===== src/core/smb_rd_pkg.sv =====
package smb_rd_pkg;
  // Command codes and byte count carried on the bus
  localparam logic [7:0] CMD_SETUP = 8'hba;
  localparam logic [7:0] CMD_READ = 8'hbd;
  localparam logic [7:0] SETUP_COUNT = 8'h04;
  localparam logic [7:0] READ_COUNT = 8'h04;
  // Opcode in the low bits of command byte one
  localparam logic [2:0] OP_READ = 3'h4;
  // Highest valid port number; anything above is reserved
  localparam logic [4:0] PORT_MAX = 5'h05;
  // Field positions inside command byte three
  localparam int CB3_PORT_LSB = 7;
  localparam int CB3_BE_HI = 5;
  localparam int CB3_BE_LO = 2;
  localparam int CB3_ADDR_HI = 1;
  // Byte positions inside a message, counted from the address byte
  localparam logic [3:0] IDX_ADDR = 4'h0;
  localparam logic [3:0] IDX_CODE = 4'h1;
  localparam logic [3:0] IDX_COUNT = 4'h2;
  localparam logic [3:0] IDX_CB1 = 4'h3;
  localparam logic [3:0] IDX_CB2 = 4'h4;
  localparam logic [3:0] IDX_CB3 = 4'h5;
  localparam logic [3:0] IDX_CB4 = 4'h6;
  localparam logic [3:0] IDX_MAX = 4'hf;
  localparam logic [3:0] BITS_PER_BYTE = 4'h8;
  // Returned byte positions during the read phase
  localparam logic [2:0] TX_COUNT = 3'h0;
  localparam logic [2:0] TX_D1 = 3'h1;
  localparam logic [2:0] TX_D2 = 3'h2;
  localparam logic [2:0] TX_D3 = 3'h3;
  localparam logic [2:0] TX_D4 = 3'h4;
  localparam logic [2:0] TX_PEC = 3'h5;
  localparam logic [7:0] TX_IDLE_BYTE = 8'hff;
  // Packet error code: CRC-8, polynomial x^8+x^2+x+1, cleared at STOP
  localparam logic [7:0] PEC_POLY = 8'h07;
  localparam logic [7:0] PEC_INIT = 8'h00;
  // Reset values of the decoded selection and the read data
  localparam logic [4:0] PORT_RST = 5'h00;
  localparam logic [11:0] ADDR_RST = 12'h000;
  localparam logic [3:0] BE_RST = 4'h0;
  localparam logic [31:0] DATA_RST = 32'h0000_0000;

  typedef enum logic [2:0] {ST_IDLE, ST_RX, ST_RX_ACK, ST_TX, ST_TX_ACK, ST_WAIT} link_state_e;
endpackage


===== src/core/pin_sync2.sv =====
`timescale 1ns/1ns
module pin_sync2 (
  input wire logic core_clk, // Core clock
  input wire logic arst_n, // Async reset, active low
  input wire logic d, // Asynchronous input
  output logic q // Synchronised level
);
  logic meta_r;

  // Two stages reset to the idle-high bus level; only the second stage is read outside
  always_ff @(posedge core_clk or negedge arst_n) begin
    if (!arst_n) begin
      meta_r <= 1'b1;
      q <= 1'b1;
    end else begin
      meta_r <= d;
      q <= meta_r;
    end
  end
endmodule


===== src/core/smbus_cfg_block_read_decode.sv =====
// Functional notes
// RQ1: Command byte one low bits 100b means register read request.
// RQ2: Port number is byte two bits 3:0 above byte three bit 7.
// RQ3: Access goes to the selected port 0..5; higher numbers are reserved.
// RQ4: Byte three bits 5:2 enable register bytes 7:0 up to 31:24.
// RQ5: Enabled bytes may be modified, disabled bytes stay unchanged.
// RQ6: Byte four gives address bits 9:2; bits 1:0 are always zero.
// RQ7: Code BDh performs the block read, returning bits 31:24 first.
// RQ8: Setup is block write BAh, count 04h, four command bytes.
// RQ9: Address bits 11:10 come from byte three bits 1:0.
// RQ10: Incorrect sequences are NACKed from the first wrong byte onward.
// RQ11: Extra byte after data four is the PEC; master NACK ends sending.
// RQ12: Host drives reserved command bits as zero.
`timescale 1ns/1ns
module smbus_cfg_block_read_decode
  import smb_rd_pkg::*;
(
  input wire logic core_clk, // Core clock, 250 MHz
  input wire logic arst_n, // Async reset, active low
  input wire logic scl_in, // SMBus clock from the pin
  input wire logic sda_in, // SMBus data from the pin
  output logic sda_out, // SMBus data drive level, always low
  output logic sda_oe, // High while pulling data low
  input wire logic [6:0] own_addr, // Our 7-bit slave address, static
  output logic [4:0] cfg_port, // Selected port
  output logic [11:0] cfg_addr, // Selected register byte address
  output logic [3:0] cfg_be, // Byte enables, bit 3 = bits 31:24
  output logic cfg_valid, // A complete selection is held
  output logic cfg_rd_req, // Read request, held until ack
  input wire logic cfg_rd_ack, // Read data valid pulse
  input wire logic [31:0] cfg_rd_data // Register contents
);
  import smb_rd_pkg::*;

  logic scl_s, sda_s, scl_d, sda_d;
  logic scl_rise, scl_fall, bus_start, bus_stop;
  link_state_e state_r;
  logic [3:0] bit_cnt_r, byte_idx_r;
  logic [7:0] rx_sh_r, tx_sh_r, code_r, crc_r, tx_sel;
  logic [2:0] tx_idx_r;
  logic err_r, go_tx_r, rd_armed_r;
  logic [3:0] port_hi_r;
  logic [31:0] rd_data_r;
  logic byte_ok, addr_match, rx_done, load_tx;
  logic [4:0] port_cand;

  // Pins cross into the core domain before any logic sees them
  pin_sync2 u_sync_scl (
    .core_clk(core_clk),
    .arst_n(arst_n),
    .d(scl_in),
    .q(scl_s)
  );
  pin_sync2 u_sync_sda (
    .core_clk(core_clk),
    .arst_n(arst_n),
    .d(sda_in),
    .q(sda_s)
  );

  // Delayed copies for edge and condition detection
  always_ff @(posedge core_clk or negedge arst_n) begin
    if (!arst_n) begin
      scl_d <= 1'b1;
      sda_d <= 1'b1;
    end else begin
      scl_d <= scl_s;
      sda_d <= sda_s;
    end
  end

  assign scl_rise = scl_s & ~scl_d;
  assign scl_fall = ~scl_s & scl_d;
  assign bus_start = scl_s & scl_d & sda_d & ~sda_s;
  assign bus_stop = scl_s & scl_d & ~sda_d & sda_s;
  assign addr_match = (rx_sh_r[7:1] == own_addr);
  assign port_cand = {port_hi_r, rx_sh_r[CB3_PORT_LSB]}; // RQ2
  assign rx_done = (state_r == ST_RX) && scl_fall && (bit_cnt_r == BITS_PER_BYTE)
                   && !bus_start && !bus_stop;
  assign load_tx = !bus_start && !bus_stop && scl_fall
                   && (((state_r == ST_RX_ACK) && go_tx_r) || (state_r == ST_TX_ACK));

  // Judge each received byte; once one fails the rest are refused too
  always_comb begin
    byte_ok = 1'b0;
    case (byte_idx_r)
      IDX_ADDR: byte_ok = addr_match && (!rx_sh_r[0] || rd_armed_r);
      IDX_CODE: byte_ok = (rx_sh_r == CMD_SETUP) || ((rx_sh_r == CMD_READ) && cfg_valid); // RQ8
      IDX_COUNT: byte_ok = (code_r == CMD_SETUP) && (rx_sh_r == SETUP_COUNT); // RQ8
      IDX_CB1: byte_ok = (code_r == CMD_SETUP) && (rx_sh_r[2:0] == OP_READ); // RQ1
      IDX_CB2: byte_ok = (code_r == CMD_SETUP);
      IDX_CB3: byte_ok = (code_r == CMD_SETUP) && (port_cand <= PORT_MAX); // RQ3
      IDX_CB4: byte_ok = (code_r == CMD_SETUP);
      default: byte_ok = 1'b0;
    endcase
    if (err_r) begin
      byte_ok = 1'b0; // RQ10
    end
  end

  // Byte to return for the current read position
  always_comb begin
    case (tx_idx_r)
      TX_COUNT: tx_sel = READ_COUNT;
      TX_D1: tx_sel = rd_data_r[31:24]; // RQ7
      TX_D2: tx_sel = rd_data_r[23:16];
      TX_D3: tx_sel = rd_data_r[15:8];
      TX_D4: tx_sel = rd_data_r[7:0];
      TX_PEC: tx_sel = crc_r; // RQ11
      default: tx_sel = TX_IDLE_BYTE;
    endcase
  end

  // One byte step of the packet error code
  function automatic logic [7:0] crc8(input logic [7:0] c, input logic [7:0] d);
    logic [7:0] x;
    x = c ^ d;
    for (int i = 0; i < 8; i++) begin
      x = x[7] ? ({x[6:0], 1'b0} ^ PEC_POLY) : {x[6:0], 1'b0};
    end
    return x;
  endfunction

  // Link sequencer: bit shifting, ACK slots and data drive
  always_ff @(posedge core_clk or negedge arst_n) begin
    if (!arst_n) begin
      state_r <= ST_IDLE;
      bit_cnt_r <= 4'h0;
      byte_idx_r <= IDX_ADDR;
      rx_sh_r <= 8'h00;
      tx_sh_r <= 8'h00;
      tx_idx_r <= TX_COUNT;
      err_r <= 1'b0;
      go_tx_r <= 1'b0;
      sda_oe <= 1'b0;
    end else if (bus_start) begin
      // Start or repeated start opens a fresh byte sequence
      state_r <= ST_RX;
      bit_cnt_r <= 4'h0;
      byte_idx_r <= IDX_ADDR;
      tx_idx_r <= TX_COUNT;
      err_r <= 1'b0;
      sda_oe <= 1'b0;
    end else if (bus_stop) begin
      state_r <= ST_IDLE;
      sda_oe <= 1'b0;
    end else begin
      case (state_r)
        ST_RX: begin
          if (scl_rise) begin
            rx_sh_r <= {rx_sh_r[6:0], sda_s};
            bit_cnt_r <= bit_cnt_r + 4'h1;
          end else if (rx_done) begin
            bit_cnt_r <= 4'h0;
            if (byte_idx_r == IDX_ADDR && !addr_match) begin
              state_r <= ST_WAIT; // Someone else's address: stay silent
            end else begin
              state_r <= ST_RX_ACK;
              sda_oe <= byte_ok; // RQ10
              err_r <= err_r | ~byte_ok; // RQ10
              go_tx_r <= (byte_idx_r == IDX_ADDR) && rx_sh_r[0] && byte_ok;
              if (byte_idx_r != IDX_MAX) begin
                byte_idx_r <= byte_idx_r + 4'h1;
              end
            end
          end
        end
        ST_RX_ACK: begin
          if (load_tx) begin
            state_r <= ST_TX;
            sda_oe <= ~tx_sel[7];
            tx_sh_r <= {tx_sel[6:0], 1'b0};
            bit_cnt_r <= 4'h1;
          end else if (scl_fall) begin
            state_r <= ST_RX;
            sda_oe <= 1'b0;
          end
        end
        ST_TX: begin
          if (scl_fall) begin
            if (bit_cnt_r == BITS_PER_BYTE) begin
              state_r <= ST_TX_ACK;
              sda_oe <= 1'b0; // Release for the master's ACK
            end else begin
              sda_oe <= ~tx_sh_r[7];
              tx_sh_r <= {tx_sh_r[6:0], 1'b0};
              bit_cnt_r <= bit_cnt_r + 4'h1;
            end
          end
        end
        ST_TX_ACK: begin
          if (scl_rise) begin
            if (sda_s) begin
              state_r <= ST_WAIT; // RQ11
            end else if (tx_idx_r != 3'h7) begin
              tx_idx_r <= tx_idx_r + 3'h1;
            end
          end else if (load_tx) begin
            state_r <= ST_TX;
            sda_oe <= ~tx_sel[7];
            tx_sh_r <= {tx_sel[6:0], 1'b0};
            bit_cnt_r <= 4'h1;
          end
        end
        default: begin
          sda_oe <= 1'b0;
        end
      endcase
    end
  end

  // PEC runs over every byte of the message, including both addresses
  always_ff @(posedge core_clk or negedge arst_n) begin
    if (!arst_n) begin
      crc_r <= PEC_INIT;
    end else if (bus_stop) begin
      crc_r <= PEC_INIT;
    end else if (rx_done) begin
      crc_r <= crc8(crc_r, rx_sh_r);
    end else if (load_tx && (tx_idx_r < TX_PEC)) begin
      crc_r <= crc8(crc_r, tx_sel); // RQ11
    end
  end

  // Setup decode; port, enables and address bits 11:10 load at byte three, cfg_valid is only set once byte four is good
  always_ff @(posedge core_clk or negedge arst_n) begin
    if (!arst_n) begin
      code_r <= 8'h00;
      port_hi_r <= 4'h0;
      cfg_port <= PORT_RST;
      cfg_addr <= ADDR_RST;
      cfg_be <= BE_RST;
      cfg_valid <= 1'b0;
      rd_armed_r <= 1'b0;
    end else begin
      if (bus_stop) begin
        rd_armed_r <= 1'b0; // Read address only honoured after BDh in one message
      end
      if (rx_done && byte_ok) begin
        case (byte_idx_r)
          IDX_CODE: begin
            code_r <= rx_sh_r;
            rd_armed_r <= (rx_sh_r == CMD_READ); // RQ7
            if (rx_sh_r == CMD_SETUP) begin
              cfg_valid <= 1'b0; // Old selection dropped while a new one arrives
            end
          end
          IDX_CB2: port_hi_r <= rx_sh_r[3:0]; // RQ2
          IDX_CB3: begin
            cfg_port <= port_cand; // RQ3
            cfg_be <= rx_sh_r[CB3_BE_HI:CB3_BE_LO]; // RQ4
            cfg_addr[11:10] <= rx_sh_r[CB3_ADDR_HI:0]; // RQ9
          end
          IDX_CB4: begin
            cfg_addr[9:0] <= {rx_sh_r, 2'b00}; // RQ6
            cfg_valid <= 1'b1;
          end
          default: begin
          end
        endcase
      end
    end
  end

  // Register fetch handshake; a new request wins over a same-cycle ack
  always_ff @(posedge core_clk or negedge arst_n) begin
    if (!arst_n) begin
      cfg_rd_req <= 1'b0;
      rd_data_r <= DATA_RST;
    end else begin
      if (cfg_rd_ack) begin
        cfg_rd_req <= 1'b0;
        // A read takes the word whole and modifies no register byte
        rd_data_r <= cfg_rd_data; // RQ5
      end
      if (rx_done && byte_ok && (byte_idx_r == IDX_CODE) && (rx_sh_r == CMD_READ)) begin
        cfg_rd_req <= 1'b1; // RQ7
      end
    end
  end

  // Open-drain pin: level is always low, only the enable moves
  always_ff @(posedge core_clk or negedge arst_n) begin
    if (!arst_n) begin
      sda_out <= 1'b0;
    end else begin
      sda_out <= 1'b0;
    end
  end
endmodule


===== config.mk =====
export PLATFORM = sky130hd
export DESIGN_NAME = smbus_cfg_block_read_decode
export DESIGN_NICKNAME = d
export VERILOG_FILES = /design/src/core/smb_rd_pkg.sv /design/src/core/pin_sync2.sv /design/src/core/smbus_cfg_block_read_decode.sv
export SDC_FILE = /design/constraint.sdc
export NUM_CORES = 1
export LEC_CHECK = 0
export BUFFER_PORTS_ARGS = -buffer_cell sky130_fd_sc_hd__clkbuf_2
export CAP_MARGIN = 20
export CORE_AREA = 3 3 138 140
export DETAILED_ROUTE_END_ITERATION = 8
export DIE_AREA = 0 0 141 143
export PLACE_DENSITY_LB_ADDON = 0.2
export SLEW_MARGIN = 20
export SYNTH_ARGS = -nofsm -noshare
export SYNTH_HDL_FRONTEND = slang
export SYNTH_SLANG_ARGS = --single-unit
export TNS_END_PERCENT = 100

===== constraint.sdc =====
create_clock -name core_clk -period 4.9 [get_ports core_clk]
set_input_delay 0.98 -clock core_clk [delete_from_list [all_inputs] [get_ports core_clk]]
set_output_delay 0.98 -clock core_clk [all_outputs]
set_load 0.05 [all_outputs]

==> summary.md <==
| Metric | Value |
|---|---|
| Die W | between 100 and 150 µm |
| Number of placed I/O pins | between 60 and 70 |
| # hold bufs at CTS | 0 |
| Post-synth EDFFs | 0 |
| Synth area leaders | dfrtp_1 43%, mux2_2 13%, xnor2_1 5.1%, xor2_1 3.1%, dfstp_2 2.5% |
| Total power | around 3600 µW |
| Synthesis-to-finish area growth | 12.0% |
| Initial antenna violation count | 0 |
| Top cell type by total area after synthesis | dfrtp_1 |
| Largest net degree at the start of global routing | 47 |
| DRC viols | 0 |
| Deepest clock path buffer count | 2 |
| Hold Vio Cnt, Final | 0 |
| DRT Pass-1 Iters | 5 |
| Ys async rst share | between 90% and 100% |
| Worst-Margin Slew | 0.960 ns |
| Req. time, crit path | just over 5 ns |
| Initial DRC count | 195 |
| CP Launch Type | flip-flop |
| Synth top area share | 42.8% |
| Global-route wire length before repair | roughly 24000 µm |
| # Max-Cap Violations | 0 |
| Antenna viol nets, final | 0 |
| RSZ-0062 raised after global routing | no |
| Setup clock skew after layout | slightly above 0.01 ns |
| Global placement routability congestion | 0.834 |
| IO buf count | 65 |
| Status | complete, no violations |
| Clock transition at path regs | roughly 0.07 ns |
| Final Util | between 30% and 40% |
| Clk root buf | clkbuf_16 |
| Critical path endpoint category | flip-flop |
| Grt total ovfl | 0 |
| Core Region | 18000 µm² |
| Crit path DAT | ~3.4 ns |
| FILL cells | around 1800 |
| Share of the yosys chip area belonging to registers | between 40% and 50% |
| Final setup viols | 0 |
| CP Max Fanout | 23 |
| R2R setup slack | around 1.8 ns |
| Post-cts resize count | 0 |
| Achievable clock frequency | around 320 MHz |
| GRT Resource Usage Total | 15.0% |
| Lkg Pwr | roughly 0.0031 µW |
| Post-layout minimum cycle time | between 3 and 4 ns |
| Routed length per instance | 17.1 µm |
| Vias in the first global route | between 4000 and 5000 |
| Synth Cell Area | between 6000 and 7000 µm² |
| Worst setup endpoint | crc_r[2] |
| Post-layout instance area | slightly below 7000 µm² |
| Syn Area/Cell | approximately 11 µm² |
| Row Count | approximately 50 |
| CTS buffer count | 9 |
| Slew margin rel. | between 30% and 40% |
| H-tree levels | 3 |
| Final wirelength | 14300 µm |
| DR vias | ~4400 |
| Post-CTS Setup Inserts | 0 |
| Hold crit path type | flip-flop to flip-flop |
| CTS tree | yes |
| Final period util | between 60% and 70% |
| Clock latency on the worst-skew pair | about 0.37 ns |
| Die H | around 140 µm |
| Post-Synthesis Cells | 557 |
| Final net count | between 600 and 700 |
| Peak supply drop | between 0.2 and 0.25 mV |
| #FFs+latches synth | around 110 |
| Warnings, synthesis | 0 |
| Cell count of the worst reg-to-reg path | 7 |
| Critical path class | flip-flop to flip-flop |
| Die footprint | approximately 20000 µm² |
| Placed inst area | around 6700 µm² |
| HPWL Detailed | between 10000 and 15000 µm |
| Top_reg_cell synth | dfrtp_1 |
| Pwr Density | just over 500 nW/µm² |
| CTS sink cnt | around 110 |
| Initial core utilization | 34.5% |
| Diode count | 0 |
| Synth unique cells | 66 |
| Setup crit start | tx_idx_r[2] |
| Final setup TNS | 0 ns |
| Slew Viols, Final | 0 |
| Post-synth top cells | 106 x dfrtp_1, 70 x mux2_2, 36 x xnor2_1, 30 x nand2_1, 30 x nor2_1 |
| R2r endpoint | crc_r[2] |
| Most common cell in the netlist | dfrtp_1 |
| FF-to-FF Start | tx_idx_r[2] |
| Layout cells sized above 1 | about 30% |
| Routed vias/inst | 5.24 |
-- per-layer routing --
layer,part of all wire [%],track usage (%),vias up
met1,47,20.5,2173
met3,4.9,3.65,16
met2,47,24.1,106
met5,0,0,-
li1,-,-,2089
met4,1.1,3.57,0
-- kinds of logic (layout without fill, tap and decap cells) --
kind of cell,after synthesis,count (layout),share of synthesized area [%]
AND/OR/NAND/NOR,130,130,11.8
XOR/XNOR,59,59,8.57
buffers and inverters,52,101,3.93
other,1,3,0.0605
flip-flops,112,112,45.3
AO/OA/AOI/OAI,102,102,11.3
multiplexers,89,89,16.6
adder cells (fa/ha/maj),12,12,2.42
-- critical path, stage by stage, from the launching register on --
cell and delay, ns:
dfrtp_1 0.78, inv_1 0.13, ha_1 0.36, or4_1 0.60
o211ai_1 0.19, xor2_1 0.37, xor3_1 0.48, o211ai_1 0.16
-- placed cells by master, fill, tap and decap left out, drive strengths merged, types with 4 or more instances in the layout --
| cell type | n |
|---|---|
| o22ai | 4 |
| o211ai | 8 |
| nor2b | 6 |
| clkbuf | 75 |
| a22oi | 7 |
| mux2 | 80 |
| dfstp | 6 |
| a221oi | 4 |
| nor4 | 4 |
| o21ai | 20 |
| nand3 | 11 |
| inv | 20 |
| nand2 | 30 |
| and2 | 5 |
| nand4 | 7 |
| nor2 | 30 |
| xor2 | 22 |
| a21oi | 23 |
| dfrtp | 106 |
| a31oi | 5 |
| mux2i | 9 |
| nand3b | 5 |
| nor3 | 8 |
| o31ai | 4 |
| a211oi | 4 |
| nand2b | 7 |
| ha | 12 |
| xnor2 | 36 |
-- final cells by class --
cell class              count  area [µm²]  area share (%)
multi-input cells         395        3160            45.4
clock buffers              11         243            3.49
clock inverters             5        40.0           0.576
repair buffers             67         343            4.94
inverters                  18        67.6           0.973
flip-flops and latches    112        2810            40.5
well taps                 229         287            4.12
-- power by group --
part | switching (µW) | total [µW] | internal [µW]
clock network | 351 | 715 | 364
registers | 270 | 1320 | 1050
logic | 784 | 1550 | 767
-- stage by stage --
step	instances	worst slack (ns)	hold slack, ns
2_1_floorplan	559	2.16	0.345
3_3_place_gp	821	1.55	0.350
3_5_place_dp	821	1.50	0.351
4_1_cts	837	1.78	0.362
5_1_grt	837	1.54	0.364
6_report	837	1.76	0.360
-- sequential cells by signal, indices dropped and copies added, names as in the netlist, 4 cells and up --
signal and count:
cfg_addr 10, rx_sh_r 8, byte_idx_r 4, cfg_be 4
code_r 8, cfg_port 5, port_hi_r 4, rd_data_r 32
tx_sh_r 7, bit_cnt_r 4, crc_r 8
-- worst min path at each step --
| stage | end | from | depth (start not counted) |
|---|---|---|---|
| 3_3_place_gp | u_sync_sda.q | u_sync_sda.meta_r | 0 |
| 2_1_floorplan | u_sync_scl.q | u_sync_scl.meta_r | 0 |
| 5_1_grt | u_sync_sda.q | u_sync_sda.meta_r | 0 |
| 4_1_cts | u_sync_scl.q | u_sync_scl.meta_r | 0 |
| 3_5_place_dp | u_sync_scl.q | u_sync_scl.meta_r | 0 |
| 6_report | u_sync_scl.q | u_sync_scl.meta_r | 0 |
Power figures use the tool's default switching activity.
